--- src/logic/ssc_regs.vh ---
// constants for the soft switch configuration panel
// assumes a 25 MHz system clock; included by ssc_panel.v
`ifndef SSC_REGS_VH
`define SSC_REGS_VH
`define SSC_CLK_HZ 25000000
`define SSC_TIMEOUT_S 20
`define SSC_TIMEOUT_CYC (`SSC_TIMEOUT_S * `SSC_CLK_HZ)
`define SSC_DEBOUNCE_MS 10
`define SSC_DEBOUNCE_CYC (`SSC_DEBOUNCE_MS * (`SSC_CLK_HZ / 1000))
`define SSC_TRUNK_BPS 9600
`define SSC_TRUNK_DIV (`SSC_CLK_HZ / (2 * `SSC_TRUNK_BPS))
`define SSC_EXT_MAX_BPS 19200
`define SSC_EXT_MIN_HALF (`SSC_CLK_HZ / (2 * `SSC_EXT_MAX_BPS))
`define SSC_SEL_EXT_CLK 1
`define SSC_SEL_COLD 3
`define SSC_SEL_SUBADDR 4
`define SSC_SEL_BIAS 0
`define SSC_GRP_NONE 2'h0
`define SSC_GRP_ONE 2'h1
`define SSC_GRP_TWO 2'h2
`define SSC_GRP_THREE 2'h3
`define SSC_DEF_ONE 8'h00
`define SSC_DEF_TWO 8'h00
`define SSC_DEF_THREE 8'h00
`endif

--- src/logic/ssc_panel.v ---
// soft switch configuration panel: three switch groups, lamps, timeout,
// nonvolatile copy and the run-time effects of the switches
// assumes keys and status inputs synchronous to ref_clk; nvm is a simple
// word store that acks writes and reports a load failure at start
//
// Overview of operation
// group key enters configure mode, lamps show group
// group key starts twenty second display timeout
// further keys reload timeout to full
// timeout expiry returns lamps to status
// value key n toggles selection n
// selection n drives indicator lamp n
// both reset keys reset, commit, light lamps
// group one sel2 off: own 9600 trunk clock
// group one sel2 on: external clock up to 19.2k
// accept call only on matching group number
// route by subaddress, command uses sel5 type
// bias off: open control input reads inactive
// bias on: open control input reads active
// driven control inputs follow actual level
// store changes at once, apply after reset
// alarm lamp on storage failure or battery low
// subaddress and group number only on cold start
// cold start clears group one sel4 afterwards
// one group edited at a time
// keys debounced and edge detected
//
`timescale 1ns/1ps
`include "ssc_regs.vh"
module ssc_panel #(
  parameter TIMEOUT_CYC = `SSC_TIMEOUT_CYC,
  parameter DEBOUNCE_CYC = `SSC_DEBOUNCE_CYC,
  parameter NCTL = 6
) (
  input wire ref_clk,
  input wire rst_b,
  input wire [2:0] group_key,
  input wire [7:0] value_key,
  input wire [1:0] reset_key,
  input wire [7:0] status_lamp,
  input wire nvm_fail,
  input wire battery_low,
  input wire nvm_load_valid,
  input wire [7:0] nvm_load_one,
  input wire [7:0] nvm_load_two,
  input wire [7:0] nvm_load_three,
  input wire nvm_write_ack,
  input wire ext_trunk_clk,
  input wire call_valid,
  input wire [3:0] call_group,
  input wire [1:0] call_subaddr_line,
  input wire call_is_command,
  input wire call_cmd_x121,
  input wire [NCTL-1:0] ctl_level,
  input wire [NCTL-1:0] ctl_connected,
  output reg indicator_lamp_1,
  output reg indicator_lamp_2,
  output reg indicator_lamp_3,
  output reg indicator_lamp_4,
  output reg config_alarm_lamp,
  output reg indicator_lamp_6,
  output reg indicator_lamp_7,
  output reg indicator_lamp_8,
  output reg configure_mode,
  output reg unit_reset,
  output reg nvm_write,
  output reg [1:0] nvm_write_group,
  output reg [7:0] nvm_write_data,
  output reg trunk_clk_out,
  output reg trunk_clk_int,
  output reg ext_clk_too_fast,
  output reg call_accept,
  output reg call_reject,
  output reg [1:0] call_line,
  output reg call_to_command,
  output reg [NCTL-1:0] ctl_active,
  output reg [7:0] switch_group_one,
  output reg [7:0] switch_group_two,
  output reg [7:0] switch_group_three
);

  localparam ST_RUN = 2'h0;
  localparam ST_RESET = 2'h1;
  localparam ST_COMMIT = 2'h2;
  localparam [31:0] TRUNK_DIV = `SSC_TRUNK_DIV;
  localparam [31:0] EXT_MIN = `SSC_EXT_MIN_HALF;

  function [7:0] pick_group;
    input [1:0] g;
    input [7:0] a;
    input [7:0] b;
    input [7:0] c;
    begin
      case (g)
        `SSC_GRP_ONE: pick_group = a;
        `SSC_GRP_TWO: pick_group = b;
        `SSC_GRP_THREE: pick_group = c;
        default: pick_group = 8'h00;
      endcase
    end
  endfunction

  // debounce: a key must hold its level for DEBOUNCE_CYC before it counts
  // any key change restarts the count, so a chord registers as one event
  wire [12:0] raw_keys = {reset_key, group_key, value_key};
  reg [12:0] stable;
  reg [12:0] stable_d;
  reg [12:0] last_raw;
  reg [31:0] bounce_cnt;
  always @(posedge ref_clk or negedge rst_b) begin
    if (!rst_b) begin
      stable <= 13'h0000;
      stable_d <= 13'h0000;
      last_raw <= 13'h0000;
      bounce_cnt <= 32'h00000000;
    end else begin
      stable_d <= stable;
      last_raw <= raw_keys;
      if (raw_keys != last_raw) begin
        bounce_cnt <= 32'h00000000;
      end else if (bounce_cnt < DEBOUNCE_CYC) begin
        bounce_cnt <= bounce_cnt + 32'h00000001;
      end else begin
        stable <= raw_keys;
      end
    end
  end
  wire [12:0] press = stable & ~stable_d;
  wire [7:0] val_press = press[7:0];
  wire [2:0] grp_press = press[10:8];
  wire both_reset = stable[12] & stable[11];

  // edited copy is what storage holds; live copy is what operation uses
  reg [7:0] edit_one;
  reg [7:0] edit_two;
  reg [7:0] edit_three;
  reg [1:0] group_sel;
  reg [31:0] timeout_cnt;
  reg [1:0] state;
  reg cold_pending;
  reg nvm_loaded;
  reg nvm_bad;
  reg [3:0] live_group_number;
  reg live_cmd_x121;
  reg [1:0] pend_group;
  reg [7:0] pend_data;
  reg pend_busy;

  wire any_key = (|grp_press) | (|val_press);
  wire [1:0] next_group = grp_press[0] ? `SSC_GRP_ONE :
                          grp_press[1] ? `SSC_GRP_TWO :
                          grp_press[2] ? `SSC_GRP_THREE : group_sel;
  wire [7:0] shown = pick_group(group_sel, edit_one, edit_two, edit_three);

  always @(posedge ref_clk or negedge rst_b) begin
    if (!rst_b) begin
      edit_one <= `SSC_DEF_ONE;
      edit_two <= `SSC_DEF_TWO;
      edit_three <= `SSC_DEF_THREE;
      switch_group_one <= `SSC_DEF_ONE;
      switch_group_two <= `SSC_DEF_TWO;
      switch_group_three <= `SSC_DEF_THREE;
      live_group_number <= 4'h0;
      live_cmd_x121 <= 1'b0;
      group_sel <= `SSC_GRP_NONE;
      timeout_cnt <= 32'h00000000;
      configure_mode <= 1'b0;
      state <= ST_RUN;
      unit_reset <= 1'b0;
      cold_pending <= 1'b0;
      nvm_loaded <= 1'b0;
      nvm_bad <= 1'b0;
      pend_busy <= 1'b0;
      pend_group <= 2'h0;
      pend_data <= 8'h00;
      nvm_write <= 1'b0;
      nvm_write_group <= 2'h0;
      nvm_write_data <= 8'h00;
    end else begin
      nvm_write <= 1'b0;
      if (nvm_load_valid && !nvm_loaded) begin
        nvm_loaded <= 1'b1;
        nvm_bad <= nvm_fail;
        if (!nvm_fail) begin
          edit_one <= nvm_load_one;
          edit_two <= nvm_load_two;
          edit_three <= nvm_load_three;
          switch_group_one <= nvm_load_one;
          switch_group_two <= nvm_load_two;
          switch_group_three <= nvm_load_three;
          live_group_number <= nvm_load_two[3:0];
          live_cmd_x121 <= nvm_load_two[`SSC_SEL_SUBADDR];
        end
      end
      // clear before the state case: a write queued in the same cycle wins
      if (pend_busy && !nvm_write && nvm_write_ack) begin
        pend_busy <= 1'b0;
      end
      case (state)
        ST_RUN: begin
          if (both_reset) begin
            state <= ST_RESET;
            unit_reset <= 1'b1;
            configure_mode <= 1'b0;
            group_sel <= `SSC_GRP_NONE;
            cold_pending <= edit_one[`SSC_SEL_COLD];
          end else begin
            // the display timer runs only in configure mode; every group or value key press reloads it
            if (|grp_press) begin
              group_sel <= next_group;
              configure_mode <= 1'b1;
              timeout_cnt <= TIMEOUT_CYC;
            end else if (configure_mode && any_key) begin
              timeout_cnt <= TIMEOUT_CYC;
            end else if (configure_mode) begin
              if (timeout_cnt <= 32'h00000001) begin
                configure_mode <= 1'b0;
                group_sel <= `SSC_GRP_NONE;
              end
              timeout_cnt <= timeout_cnt - 32'h00000001;
            end
            if (configure_mode && !(|grp_press) && |val_press && !pend_busy) begin
              pend_busy <= 1'b1;
              pend_group <= group_sel;
              pend_data <= shown ^ val_press;
              case (group_sel)
                `SSC_GRP_ONE: edit_one <= edit_one ^ val_press;
                `SSC_GRP_TWO: edit_two <= edit_two ^ val_press;
                `SSC_GRP_THREE: edit_three <= edit_three ^ val_press;
                default: edit_one <= edit_one;
              endcase
            end
          end
        end
        ST_RESET: begin
          if (!both_reset) begin
            state <= ST_COMMIT;
          end
        end
        ST_COMMIT: begin
          // warm start applies everything but subaddress type, group number and group one sel4
          unit_reset <= 1'b0;
          state <= ST_RUN;
          switch_group_one <= edit_one & ~(8'h01 << `SSC_SEL_COLD);
          switch_group_two <= edit_two;
          switch_group_three <= edit_three;
          if (cold_pending) begin
            live_group_number <= edit_two[3:0];
            live_cmd_x121 <= edit_two[`SSC_SEL_SUBADDR];
            edit_one <= edit_one & ~(8'h01 << `SSC_SEL_COLD);
            pend_busy <= 1'b1;
            pend_group <= `SSC_GRP_ONE;
            pend_data <= edit_one & ~(8'h01 << `SSC_SEL_COLD);
          end
          cold_pending <= 1'b0;
        end
        default: state <= ST_RUN;
      endcase
      // one write in flight; a toggle during a pending write is dropped
      if (pend_busy && !nvm_write && !nvm_write_ack && nvm_write_group != pend_group) begin
        nvm_write <= 1'b1;
        nvm_write_group <= pend_group;
        nvm_write_data <= pend_data;
      end else if (pend_busy && !nvm_write && !nvm_write_ack && nvm_write_data != pend_data) begin
        nvm_write <= 1'b1;
        nvm_write_data <= pend_data;
      end
    end
  end

  // lamps: reset lights all, configure shows group, else status
  always @(posedge ref_clk or negedge rst_b) begin
    if (!rst_b) begin
      {indicator_lamp_8, indicator_lamp_7, indicator_lamp_6, config_alarm_lamp,
       indicator_lamp_4, indicator_lamp_3, indicator_lamp_2, indicator_lamp_1} <= 8'hFF;
    end else if (unit_reset || both_reset) begin
      {indicator_lamp_8, indicator_lamp_7, indicator_lamp_6, config_alarm_lamp,
       indicator_lamp_4, indicator_lamp_3, indicator_lamp_2, indicator_lamp_1} <= 8'hFF;
    end else if (configure_mode) begin
      {indicator_lamp_8, indicator_lamp_7, indicator_lamp_6, config_alarm_lamp,
       indicator_lamp_4, indicator_lamp_3, indicator_lamp_2, indicator_lamp_1} <= shown;
    end else begin
      {indicator_lamp_8, indicator_lamp_7, indicator_lamp_6, config_alarm_lamp,
       indicator_lamp_4, indicator_lamp_3, indicator_lamp_2, indicator_lamp_1} <=
        {status_lamp[7:5], status_lamp[4] | nvm_bad | battery_low, status_lamp[3:0]};
    end
  end

  // trunk clock: internal divider or external passthrough
  // with the external clock selected, edges closer than the 19.2k half period raise ext_clk_too_fast
  reg [31:0] div_cnt;
  reg ext_d;
  reg [31:0] ext_half;
  wire use_ext = switch_group_one[`SSC_SEL_EXT_CLK];
  always @(posedge ref_clk or negedge rst_b) begin
    if (!rst_b) begin
      div_cnt <= 32'h00000000;
      trunk_clk_int <= 1'b0;
      trunk_clk_out <= 1'b0;
      ext_d <= 1'b0;
      ext_half <= 32'h00000000;
      ext_clk_too_fast <= 1'b0;
    end else begin
      ext_d <= ext_trunk_clk;
      if (div_cnt >= TRUNK_DIV - 32'h00000001) begin
        div_cnt <= 32'h00000000;
        trunk_clk_int <= ~trunk_clk_int;
      end else begin
        div_cnt <= div_cnt + 32'h00000001;
      end
      trunk_clk_out <= use_ext ? ext_trunk_clk : trunk_clk_int;
      if (ext_d != ext_trunk_clk) begin
        ext_half <= 32'h00000000;
        ext_clk_too_fast <= use_ext && (ext_half + 32'h00000001 < EXT_MIN);
      end else if (ext_half != 32'hFFFFFFFF) begin
        ext_half <= ext_half + 32'h00000001;
      end
    end
  end

  // incoming call screening and control input bias
  // group number and subaddress type are live copies, set at load or cold start
  wire bias_on = switch_group_three[`SSC_SEL_BIAS];
  always @(posedge ref_clk or negedge rst_b) begin
    if (!rst_b) begin
      call_accept <= 1'b0;
      call_reject <= 1'b0;
      call_line <= 2'h0;
      call_to_command <= 1'b0;
      ctl_active <= {NCTL{1'b0}};
    end else begin
      call_accept <= call_valid && (call_group == live_group_number);
      call_reject <= call_valid && (call_group != live_group_number);
      if (call_valid) begin
        call_line <= call_subaddr_line;
        call_to_command <= call_is_command && (call_cmd_x121 == live_cmd_x121);
      end

      ctl_active <= (ctl_level & ctl_connected) | ({NCTL{bias_on}} & ~ctl_connected);
    end
  end

endmodule

--- config.mk ---
export PLATFORM = sky130hd
export DESIGN_NAME = ssc_panel
export DESIGN_NICKNAME = d
export VERILOG_FILES = /design/src/logic/ssc_panel.v
export VERILOG_INCLUDE_DIRS = /design/src /design/src/logic
export SDC_FILE = /design/constraint.sdc
export NUM_CORES = 1
export LEC_CHECK = 0
export BUFFER_PORTS_ARGS = -buffer_cell sky130_fd_sc_hd__buf_2
export CORE_MARGIN = 2
export CORE_UTILIZATION = 32
export CTS_BUF_LIST = sky130_fd_sc_hd__clkbuf_2 sky130_fd_sc_hd__clkbuf_4 sky130_fd_sc_hd__clkbuf_8
export DETAILED_ROUTE_END_ITERATION = 8
export MAX_ROUTING_LAYER = met4
export SLEW_MARGIN = 20
export SYNTH_ARGS = -nofsm -noshare
export SYNTH_HDL_FRONTEND = slang
export SYNTH_SLANG_ARGS = --single-unit
--- constraint.sdc ---
create_clock -name ref_clk -period 3 [get_ports ref_clk]
set_input_delay 0.15 -clock ref_clk [delete_from_list [all_inputs] [get_ports ref_clk]]
set_output_delay 0.15 -clock ref_clk [all_outputs]
set_load 0.01 [all_outputs]
; After elaboration in Yosys (flattened, before gate mapping)
; Cells that the tools add are included.
[classes]
n_addsub = 4
n_mul = 0
n_div = 0
n_lt_le_gt_ge = 4
n_eq_ne = 23
shifts = 0
muxes = 99
bitwise_logic = 18
reduce_logical = 41
[op_table]
columns = cell, n
row1 = $mux 32, 8
row2 = $mux 8, 31
row3 = $add 32x1->32 const B, 3
row4 = $pmux 8 s2, 3
row5 = $mux 1, 34
row6 = $ge 32x11->1 const B, 1
row7 = $le 32x1->1 const B, 1
row8 = $lt 32x10->1 const B, 1
row9 = $lt 32x18->1 const B, 1
row10 = $ne 32x32->1 const B, 1
row11 = $sub 32x1->32 const B, 1
row12 = $xor 8x8->8, 4
row13 = $mux 2, 13
row14 = $pmux 8 s3, 1
row15 = $mux 4, 4
row16 = $logic_and 1x1->1, 14
row17 = $ne 13x13->1, 1
row18 = $and 6x6->6, 2
row19 = $ne 2x2->1 const B, 6
row20 = $reduce_and 2->1, 6
row21 = $and 11x11->11, 1
row22 = $not 11->11, 1
row23 = $reduce_bool 2->1, 5
row24 = $reduce_bool 3->1, 3
row25 = 28 further kinds, 43
[totals]
register_bits = 272
latchBits = 0
ram_bits = 0
rom_bits = 0
out_inout_bits = 59
wordCells = 235
n_memories = 0

; Longest topological paths before layout
; Gate-level depths: netlist of run 1.
[depth]
depth_word = 10
ltp_mapped = 9
ltp_nobuf = 7

; Least setup slack after synthesis of run 1
; Ideal clock, no wire load.
[synth_timing]
path_type = register to register
startpoint = reg ext_half[4]
endpoint = reg ext_clk_too_fast
arrival_ps = 2462
required_time_ps = 2905
path_slack_ps = 443
path_stages_with_launch = 8
path_cell_list = dfrtp_1 -> buf_2 -> nand4_2 -> or4_1 -> or3_1 -> mux2i_1 -> or4_1 -> o31ai_1
[synth_via]
elab_chain_cells = 3
[synth_lines]
columns = element, line_no
row1 = from (decl), ssc_panel.v:293  ; reg [31:0] ext_half;
row2 = from (signal assigned), ssc_panel.v:316  ; ext_half <= ext_half + 32'h00000001;
row3 = $add 32x1->32, ssc_panel.v:314  ; ext_clk_too_fast <= use_ext && (ext_half + 32'h00000001 < EXT_MIN);
row4 = $lt 32x10->1, ssc_panel.v:314
row5 = $logic_and 1x1->1, ssc_panel.v:314
row6 = to (signal assigned), ssc_panel.v:314
row7 = to (decl), ssc_panel.v:71  ; output reg ext_clk_too_fast,
; Every way passes these cells.
; A chain may end at the register's enable or synchronous reset.

; Final worst setup path of run 1
[layout_timing]
startpoint = reg stable[10]
endpoint = reg edit_one[5]
[layout_via]
elab_chain_cells = 9
[layout_lines]
columns = element, line_no
row1 = from (decl), ssc_panel.v:106  ; reg [12:0] stable;
row2 = from (signal assigned), ssc_panel.v:124  ; stable <= raw_keys;
row3 = $and 11x11->11 *, ssc_panel.v:128  ; wire [12:0] press = stable & ~stable_d;
row4 = $reduce_or 3->1 *, ssc_panel.v:222  ; if (configure_mode && !(|grp_press) && |val_press && !pend_busy) begin
row5 = $logic_not 1->1 *, ssc_panel.v:222
row6 = $logic_and 1x1->1 * (3 in a row), ssc_panel.v:222
row7 = $mux 8, ssc_panel.v:222
row8 = $mux 8, ssc_panel.v:201  ; if (both_reset) begin
row9 = $pmux 8 s2, ssc_panel.v:199  ; case (state)
row10 = to (signal assigned), ssc_panel.v:227  ; `SSC_GRP_ONE: edit_one <= edit_one ^ val_press;
row11 = to (signal assigned), ssc_panel.v:230  ; default: edit_one <= edit_one;
row12 = to (signal assigned), ssc_panel.v:250  ; edit_one <= edit_one & ~(8'h01 << `SSC_SEL_COLD);
row13 = to (decl), ssc_panel.v:134  ; reg [7:0] edit_one;
; Every way passes the cells marked *; elsewhere a longest branch is shown, timed or not.

==> results of run 1 <==
## metal layers
layer | global-route usage [%] | part of all wire, % | vias to the layer above | routed length (microns)
met5 | - | 0 | - | 0
met4 | 5.18 | 2.6 | 0 | 850
met3 | 2.62 | 4.9 | 68 | 1590
met2 | 24.2 | 45 | 235 | 14700
met1 | 21.8 | 47 | 5018 | 15400
li1 | - | - | 5006 | -
## cell families after synthesis
family                   synth area share, %
flip-flops                              52.8
AND/OR/NAND/NOR                         19.1
adder cells (fa/ha/maj)                0.776
XOR/XNOR                                7.80
buffers and inverters                   2.87
multiplexers                            3.90
other                                 0.0291
AO/OA/AOI/OAI                           12.7
## registers in the layout (all words and copies together) (netlist names), 11 cells and up
signal,count
timeout_cnt,32
bounce_cnt,32
ext_half,32
last_raw,13
stable,13
div_cnt,32
stable_d,11
## Yosys cell counts, types with 30 or more instances
library cell	count
xor2_1	51
a21oi_1	76
inv_1	35
o21ai_0	63
mux2_2	34
clkbuf_1	52
nor2_1	113
and2_1	30
nand2_1	128
xnor2_1	64
dfrtp_1	264
nand3_1	45
## worst max-delay path: stages, from the launching register on
cell	delay, ns
dfrtp_1	0.40
nor2b_1	0.17
or3_1	0.54
a2111o_1	0.59
nor3_2	0.43
a32o_1	0.25
o2bb2a_1	0.21
## per-stage QoR
stage	setup WS, ns	area, sq um
after floorplan	0.443	13000
after global placement	0.360	14400
after detailed placement	0.253	14400
after CTS	0.220	16100
after global routing	0.123	16100
final	0.292	16100
## cell usage in the layout, fill, tap and decap left out, types with 10 or more instances in the layout
master / instances
a31oi_1: 25
buf_4: 37
and4_1: 10
nor2b_1: 13
a21oi_1: 76
conb_1: 21
nand2_1: 128
clkbuf_4: 14
nand4_1: 20
nand3_1: 44
o21a_1: 11
o21ai_0: 62
or3_1: 13
xnor2_1: 64
mux2i_1: 12
dlygate4sd3_1: 66
nor4_1: 26
clkbuf_8: 57
dfrtp_1: 264
nor2_1: 113
buf_2: 130
clkinv_2: 10
nor3_1: 24
xor2_1: 51
and3_1: 15
mux2_2: 34
inv_1: 35
and2_1: 30
## worst max-delay path by stage
stage / depth (start not counted) / slack, ns / end / from
after global routing: 6 / 0.12 / edit_two[2] / stable[10]
after global placement: 6 / 0.36 / edit_three[4] / stable[10]
after floorplan: 7 / 0.44 / ext_clk_too_fast / ext_half[4]
after detailed placement: 6 / 0.25 / edit_three[1] / stable[10]
after CTS: 6 / 0.22 / edit_three[1] / stable[10]
final: 6 / 0.29 / edit_one[5] / stable[10]
## power breakdown
part | total, mW | leakage (nW) | switching [mW] | internal, mW
Clock | 3.63 | 0.552 | 1.55 | 2.08
Sequential | 3.89 | 3.50 | 0.0978 | 3.79
Combinational | 0.487 | 3.15 | 0.254 | 0.232
Total | 8.01 | 7.20 | 1.90 | 6.11
## what timing repair did
item,CTS,global route
buffers inserted,0,0
endpoints found under the hold margin,158,0
hold buffers,66,0
setup endpoints to repair,0,5
gates resized for setup,0,1
## cell type report
cell class	instances	area, sq um
diodes	2	5.00
repair buffers	236	1640
well taps	525	657
flip-flops and latches	272	6820
clock buffers	71	890
multi-input cells	930	5800
inverters	35	131
fillers	3914	23700
clock inverters	15	138
==> impl_metrics.yaml, run 1 <==
sta:
  slew_headroom_pct: 41.1
  setup_viol: 0
  period_minus_slack_ns: 2.71
  hold_viol: 0
  timing.hold.ws_ns: 0.0263
  fin_skew_ns: 0.0258
  timing.fmax_mhz: 369
  worst_pin_slew_ns: 0.884
  rsz0062_at_grt: "no"
  fin_crit_sh_pct: 90.3
  tns_ns: 0
  slew_violations: 0
pwr:
  power_leakage_nw: 7.20
  powerDensity_mw_per_mm2: 498
  ir_drop_uv: 272
  finalPower_mw: 8.01
routing:
  vias: 10327
  drt_iter0_markers: 618
  first_pass_iters: 5
  wl_per_cell_microns: 15.6
  ant_nets: 0
  wirelength_mm: 32.6
  drc: 0
  viasPerCell: 4.95
global_route:
  grt_max_degree: 88
  antenna_found_initial: 2
  grt_pass1_vias: 10318
  overflow: 0
  grt_use_total_pct: 16.0
  grt_pass1_wl_mm: 53.2
final_layout:
  nets: 1604
  drive_gt1_share_pct: 20.6
  utilization_pct: 40.5
  stdcell_count: 2086
  areaGrowthSynthToFinish_pct: 24.6
critical_path:
  worst-path-max-fanout: 8
  path_class: "flop to flop"
  timing.rr.end: "edit_one[5]"
  regToRegSetupSlack_ns: 0.29
  crit_required_ns: 3.46
  endpoint_kind: "flop"
  cp-start-kind: "flop"
  critical_path_arrival_ns: 3.16
  rr_worst_depth: 6
  timing.rr.start: "stable[10]"
synthesis:
  synth-seq-cells: 272
  syn-instance-count: 1278
  synth_top_area_cell: "dfrtp_1"
  ys_warn_count: 0
  synthArstFlopShare_pct: 100
  ys.flop_type: "dfrtp_1"
  synth_top_area_share_pct: 51.2
  synthTopCellsByArea: "dfrtp_1 (51%), xnor2_1 (4.3%), nand2_1 (3.7%), xor2_1 (3.5%), nor2_1 (3.3%)"
  synth_cell_types: 71
  synth_edf_count: 0
  synth_area_per_cell_sq_um: 10.1
  netlist_area_sq_mm: 0.0129
  ys_seq_area_share_pct: 52.8
floorplanning:
  fp.dieW_microns: 205
  num_rows: 73
  dieArea_sq_mm: 0.0419
  die_height_microns: 205
  pin_count: 132
  core-area_sq_mm: 0.0397
  start_util_pct: 32.5
cts:
  clkSinkCount: 272
  cts_tree: "built"
  cts_buffers: 48
  cts_root_buf: "clkbuf_8"
  h-tree-depth: 2
  clk_pin_slew_worst_paths_ns: 0.06
  clkLatencyLatePin_ns: 0.57
  cts_buffer_depth: 3
min_path:
  holdPathStages: 4
  min_to: "switch_group_one[5]"
  hp-class: "primary input to flop"
  hold_path.startpoint: "nvm_load_one[5]"
place:
  numPortBuffers: 131
  hpwlAfterDp_mm: 22.2
  gp_congestion: 0.871
  place_inst: 1932
run:
  maxCapViolCount: 0
status:
  status: "finished, final reports clean"
(Power assumes the default switching activity.)
==> run 2: changes to the inputs <==
==> constraint.sdc (replaced) <==
create_clock -name ref_clk -period 3 [get_ports ref_clk]
set_input_delay 0.3 -clock ref_clk [delete_from_list [all_inputs] [get_ports ref_clk]]
set_output_delay 0.3 -clock ref_clk [all_outputs]
set_load 0.01 [all_outputs]
==> run 2 against run 1 <==
Effect of this change: global-route usage about the same; largest power group is now the clock network; core utilization about the same; clock power up 7.7%; critical path depth unchanged; cell count down 0.43%; register-to-register slack worse by 0.03 ns; power up 3.3%; via count down 0.69%; clock-buffer cell count down 3; die area unchanged; worst hold slack better by 0.028 ns.
==> impl_metrics.yaml, run 2 (synthesis gave the netlist of run 1 again) <==
cts:
  clk_pin_slew_worst_paths_ns: 0.06
  cts_buffers: 48
  h-tree-depth: 2
  clkLatencyLatePin_ns: 0.58
  clkSinkCount: 272
  cts_buffer_depth: 3
  cts_tree: "built"
  cts_root_buf: "clkbuf_8"
  cts_resized: 0
critical_path:
  path_class: "flop to flop"
  critical_path_arrival_ns: 3.20
  crit_required_ns: 3.47
  endpoint_kind: "flop"
  cp-start-kind: "flop"
  worst-path-max-fanout: 7
  regToRegSetupSlack_ns: 0.27
place:
  gp_congestion: 0.850
  place_inst: 1933
  numPortBuffers: 131
  preCtsSetupSlack_ns: 0.289
  place_area_sq_mm: 0.0144
  hpwlAfterDp_mm: 22.5
sta:
  slew_violations: 0
  fin_skew_ns: 0.0520
  setup_viol: 0
  fin_crit_sh_pct: 91.1
  worst_pin_slew_ns: 0.768
  timing.fmax_mhz: 366
  tns_ns: 0
  rsz0062_at_grt: "no"
  setup_slack_ns: 0.266
  hold_viol: 0
  period_minus_slack_ns: 2.73
  slew_headroom_pct: 48.8
floorplanning:
  pin_count: 132
  dieArea_sq_mm: 0.0419
  fp.dieW_microns: 205
  core-area_sq_mm: 0.0397
  start_util_pct: 32.5
  die_height_microns: 205
  num_rows: 73
routing:
  drc: 0
  vias: 10256
  wl_per_cell_microns: 15.6
  first_pass_iters: 5
  drt_iter0_markers: 736
  viasPerCell: 4.94
  ant_nets: 0
  wirelength_mm: 32.4
global_route:
  grt_pass1_vias: 10253
  grt_max_degree: 90
  grt_pass1_wl_mm: 53.1
  grt_use_total_pct: 15.9
  antenna_found_initial: 2
  overflow: 0
pwr:
  power_leakage_nw: 7.21
  ir_drop_uv: 304
  powerDensity_mw_per_mm2: 515
final_layout:
  layout_common_cells: "dfrtp_1 (264), buf_2 (130), nand2_1 (128)"
  drive_gt1_share_pct: 20.9
  stdcell_count: 2077
  nets: 1592
  postLayoutCellArea_sq_mm: 0.0161
  areaGrowthSynthToFinish_pct: 24.5
  fillCellCount: 3844
  mostFrequentLayoutCell: "dfrtp_1"
run:
  maxCapViolCount: 0
min_path:
  hp-class: "primary input to flop"
status:
  status: "finished, final reports clean"
run 2: cell count changes in the layout (fill, tap and decap cells not counted), sizes merged:
cell	before	now
buf	170	171
clkinvlp	1	0
dlygate4sd3	66	53
bufinv	2	5
inv	37	36
clkinv	10	15
clkbuf	71	68
run 2: critical path, stage by stage (launching register included):
cell     delay (ns)
dfrtp_1        0.47
nand4_2        0.20
or4_1          0.61
or3_1          0.45
mux2i_1        0.14
or4_1          0.50
o31ai_1        0.26
run 2: through the flow:
step / hold WS (ns) / utilization (%) / total power [mW]
5_1_grt: 0.0185 / 40.5 / 8.65
4_1_cts: 0.00396 / 40.4 / 8.41
3_3_place_gp: 0.362 / 36.3 / 4.36
2_1_floorplan: 0.00441 / - / 4.10
6_report: 0.0546 / 40.5 / 8.28
3_5_place_dp: 0.367 / 36.3 / 4.37
run 2: path summary, 6_finish.rpt:
check | from | to | cells after the start
worst max-delay path | ext_half[14] | ext_clk_too_fast | 6
worst min-delay path | nvm_load_three[5] | switch_group_three[5] | 3
worst max register to register | ext_half[14] | ext_clk_too_fast | 6
worst min register to register | stable[10] | stable_d[10] | 0
max in group asynchronous | rst_b | div_cnt[31] | 3
min in group asynchronous | rst_b | call_accept | 2
run 2: where the power goes:
| part | leakage (nW) | internal, mW | switching (mW) | total (mW) |
|---|---|---|---|---|
| Combinational | 3.10 | 0.222 | 0.251 | 0.473 |
| Sequential | 3.50 | 3.79 | 0.0973 | 3.89 |
| Clock | 0.607 | 2.37 | 1.54 | 3.91 |
run 2: layout make-up:
class	instances	area (sq um)	share of cell area, %
multi-input cells	930	5800	36.1
clock buffers	68	898	5.59
clock inverters	21	234	1.46
repair buffers	224	1530	9.54
diodes	2	5.00	0.0311
inverters	35	131	0.817
flip-flops and latches	272	6820	42.4
well taps	525	657	4.09
run 2: repair_timing:
| item | 4_1_cts | 5_1_grt |
|---|---|---|
| buffers inserted | 0 | 0 |
| hold buffers | 53 | 0 |
| endpoints found under the hold margin | 133 | 0 |
run 2: routing by layer:
layer	global-route usage [%]	share of wire, %
met1	22.6	49
met2	23.1	44
met3	2.99	5.2
met4	4.66	2.2
met5	-	0
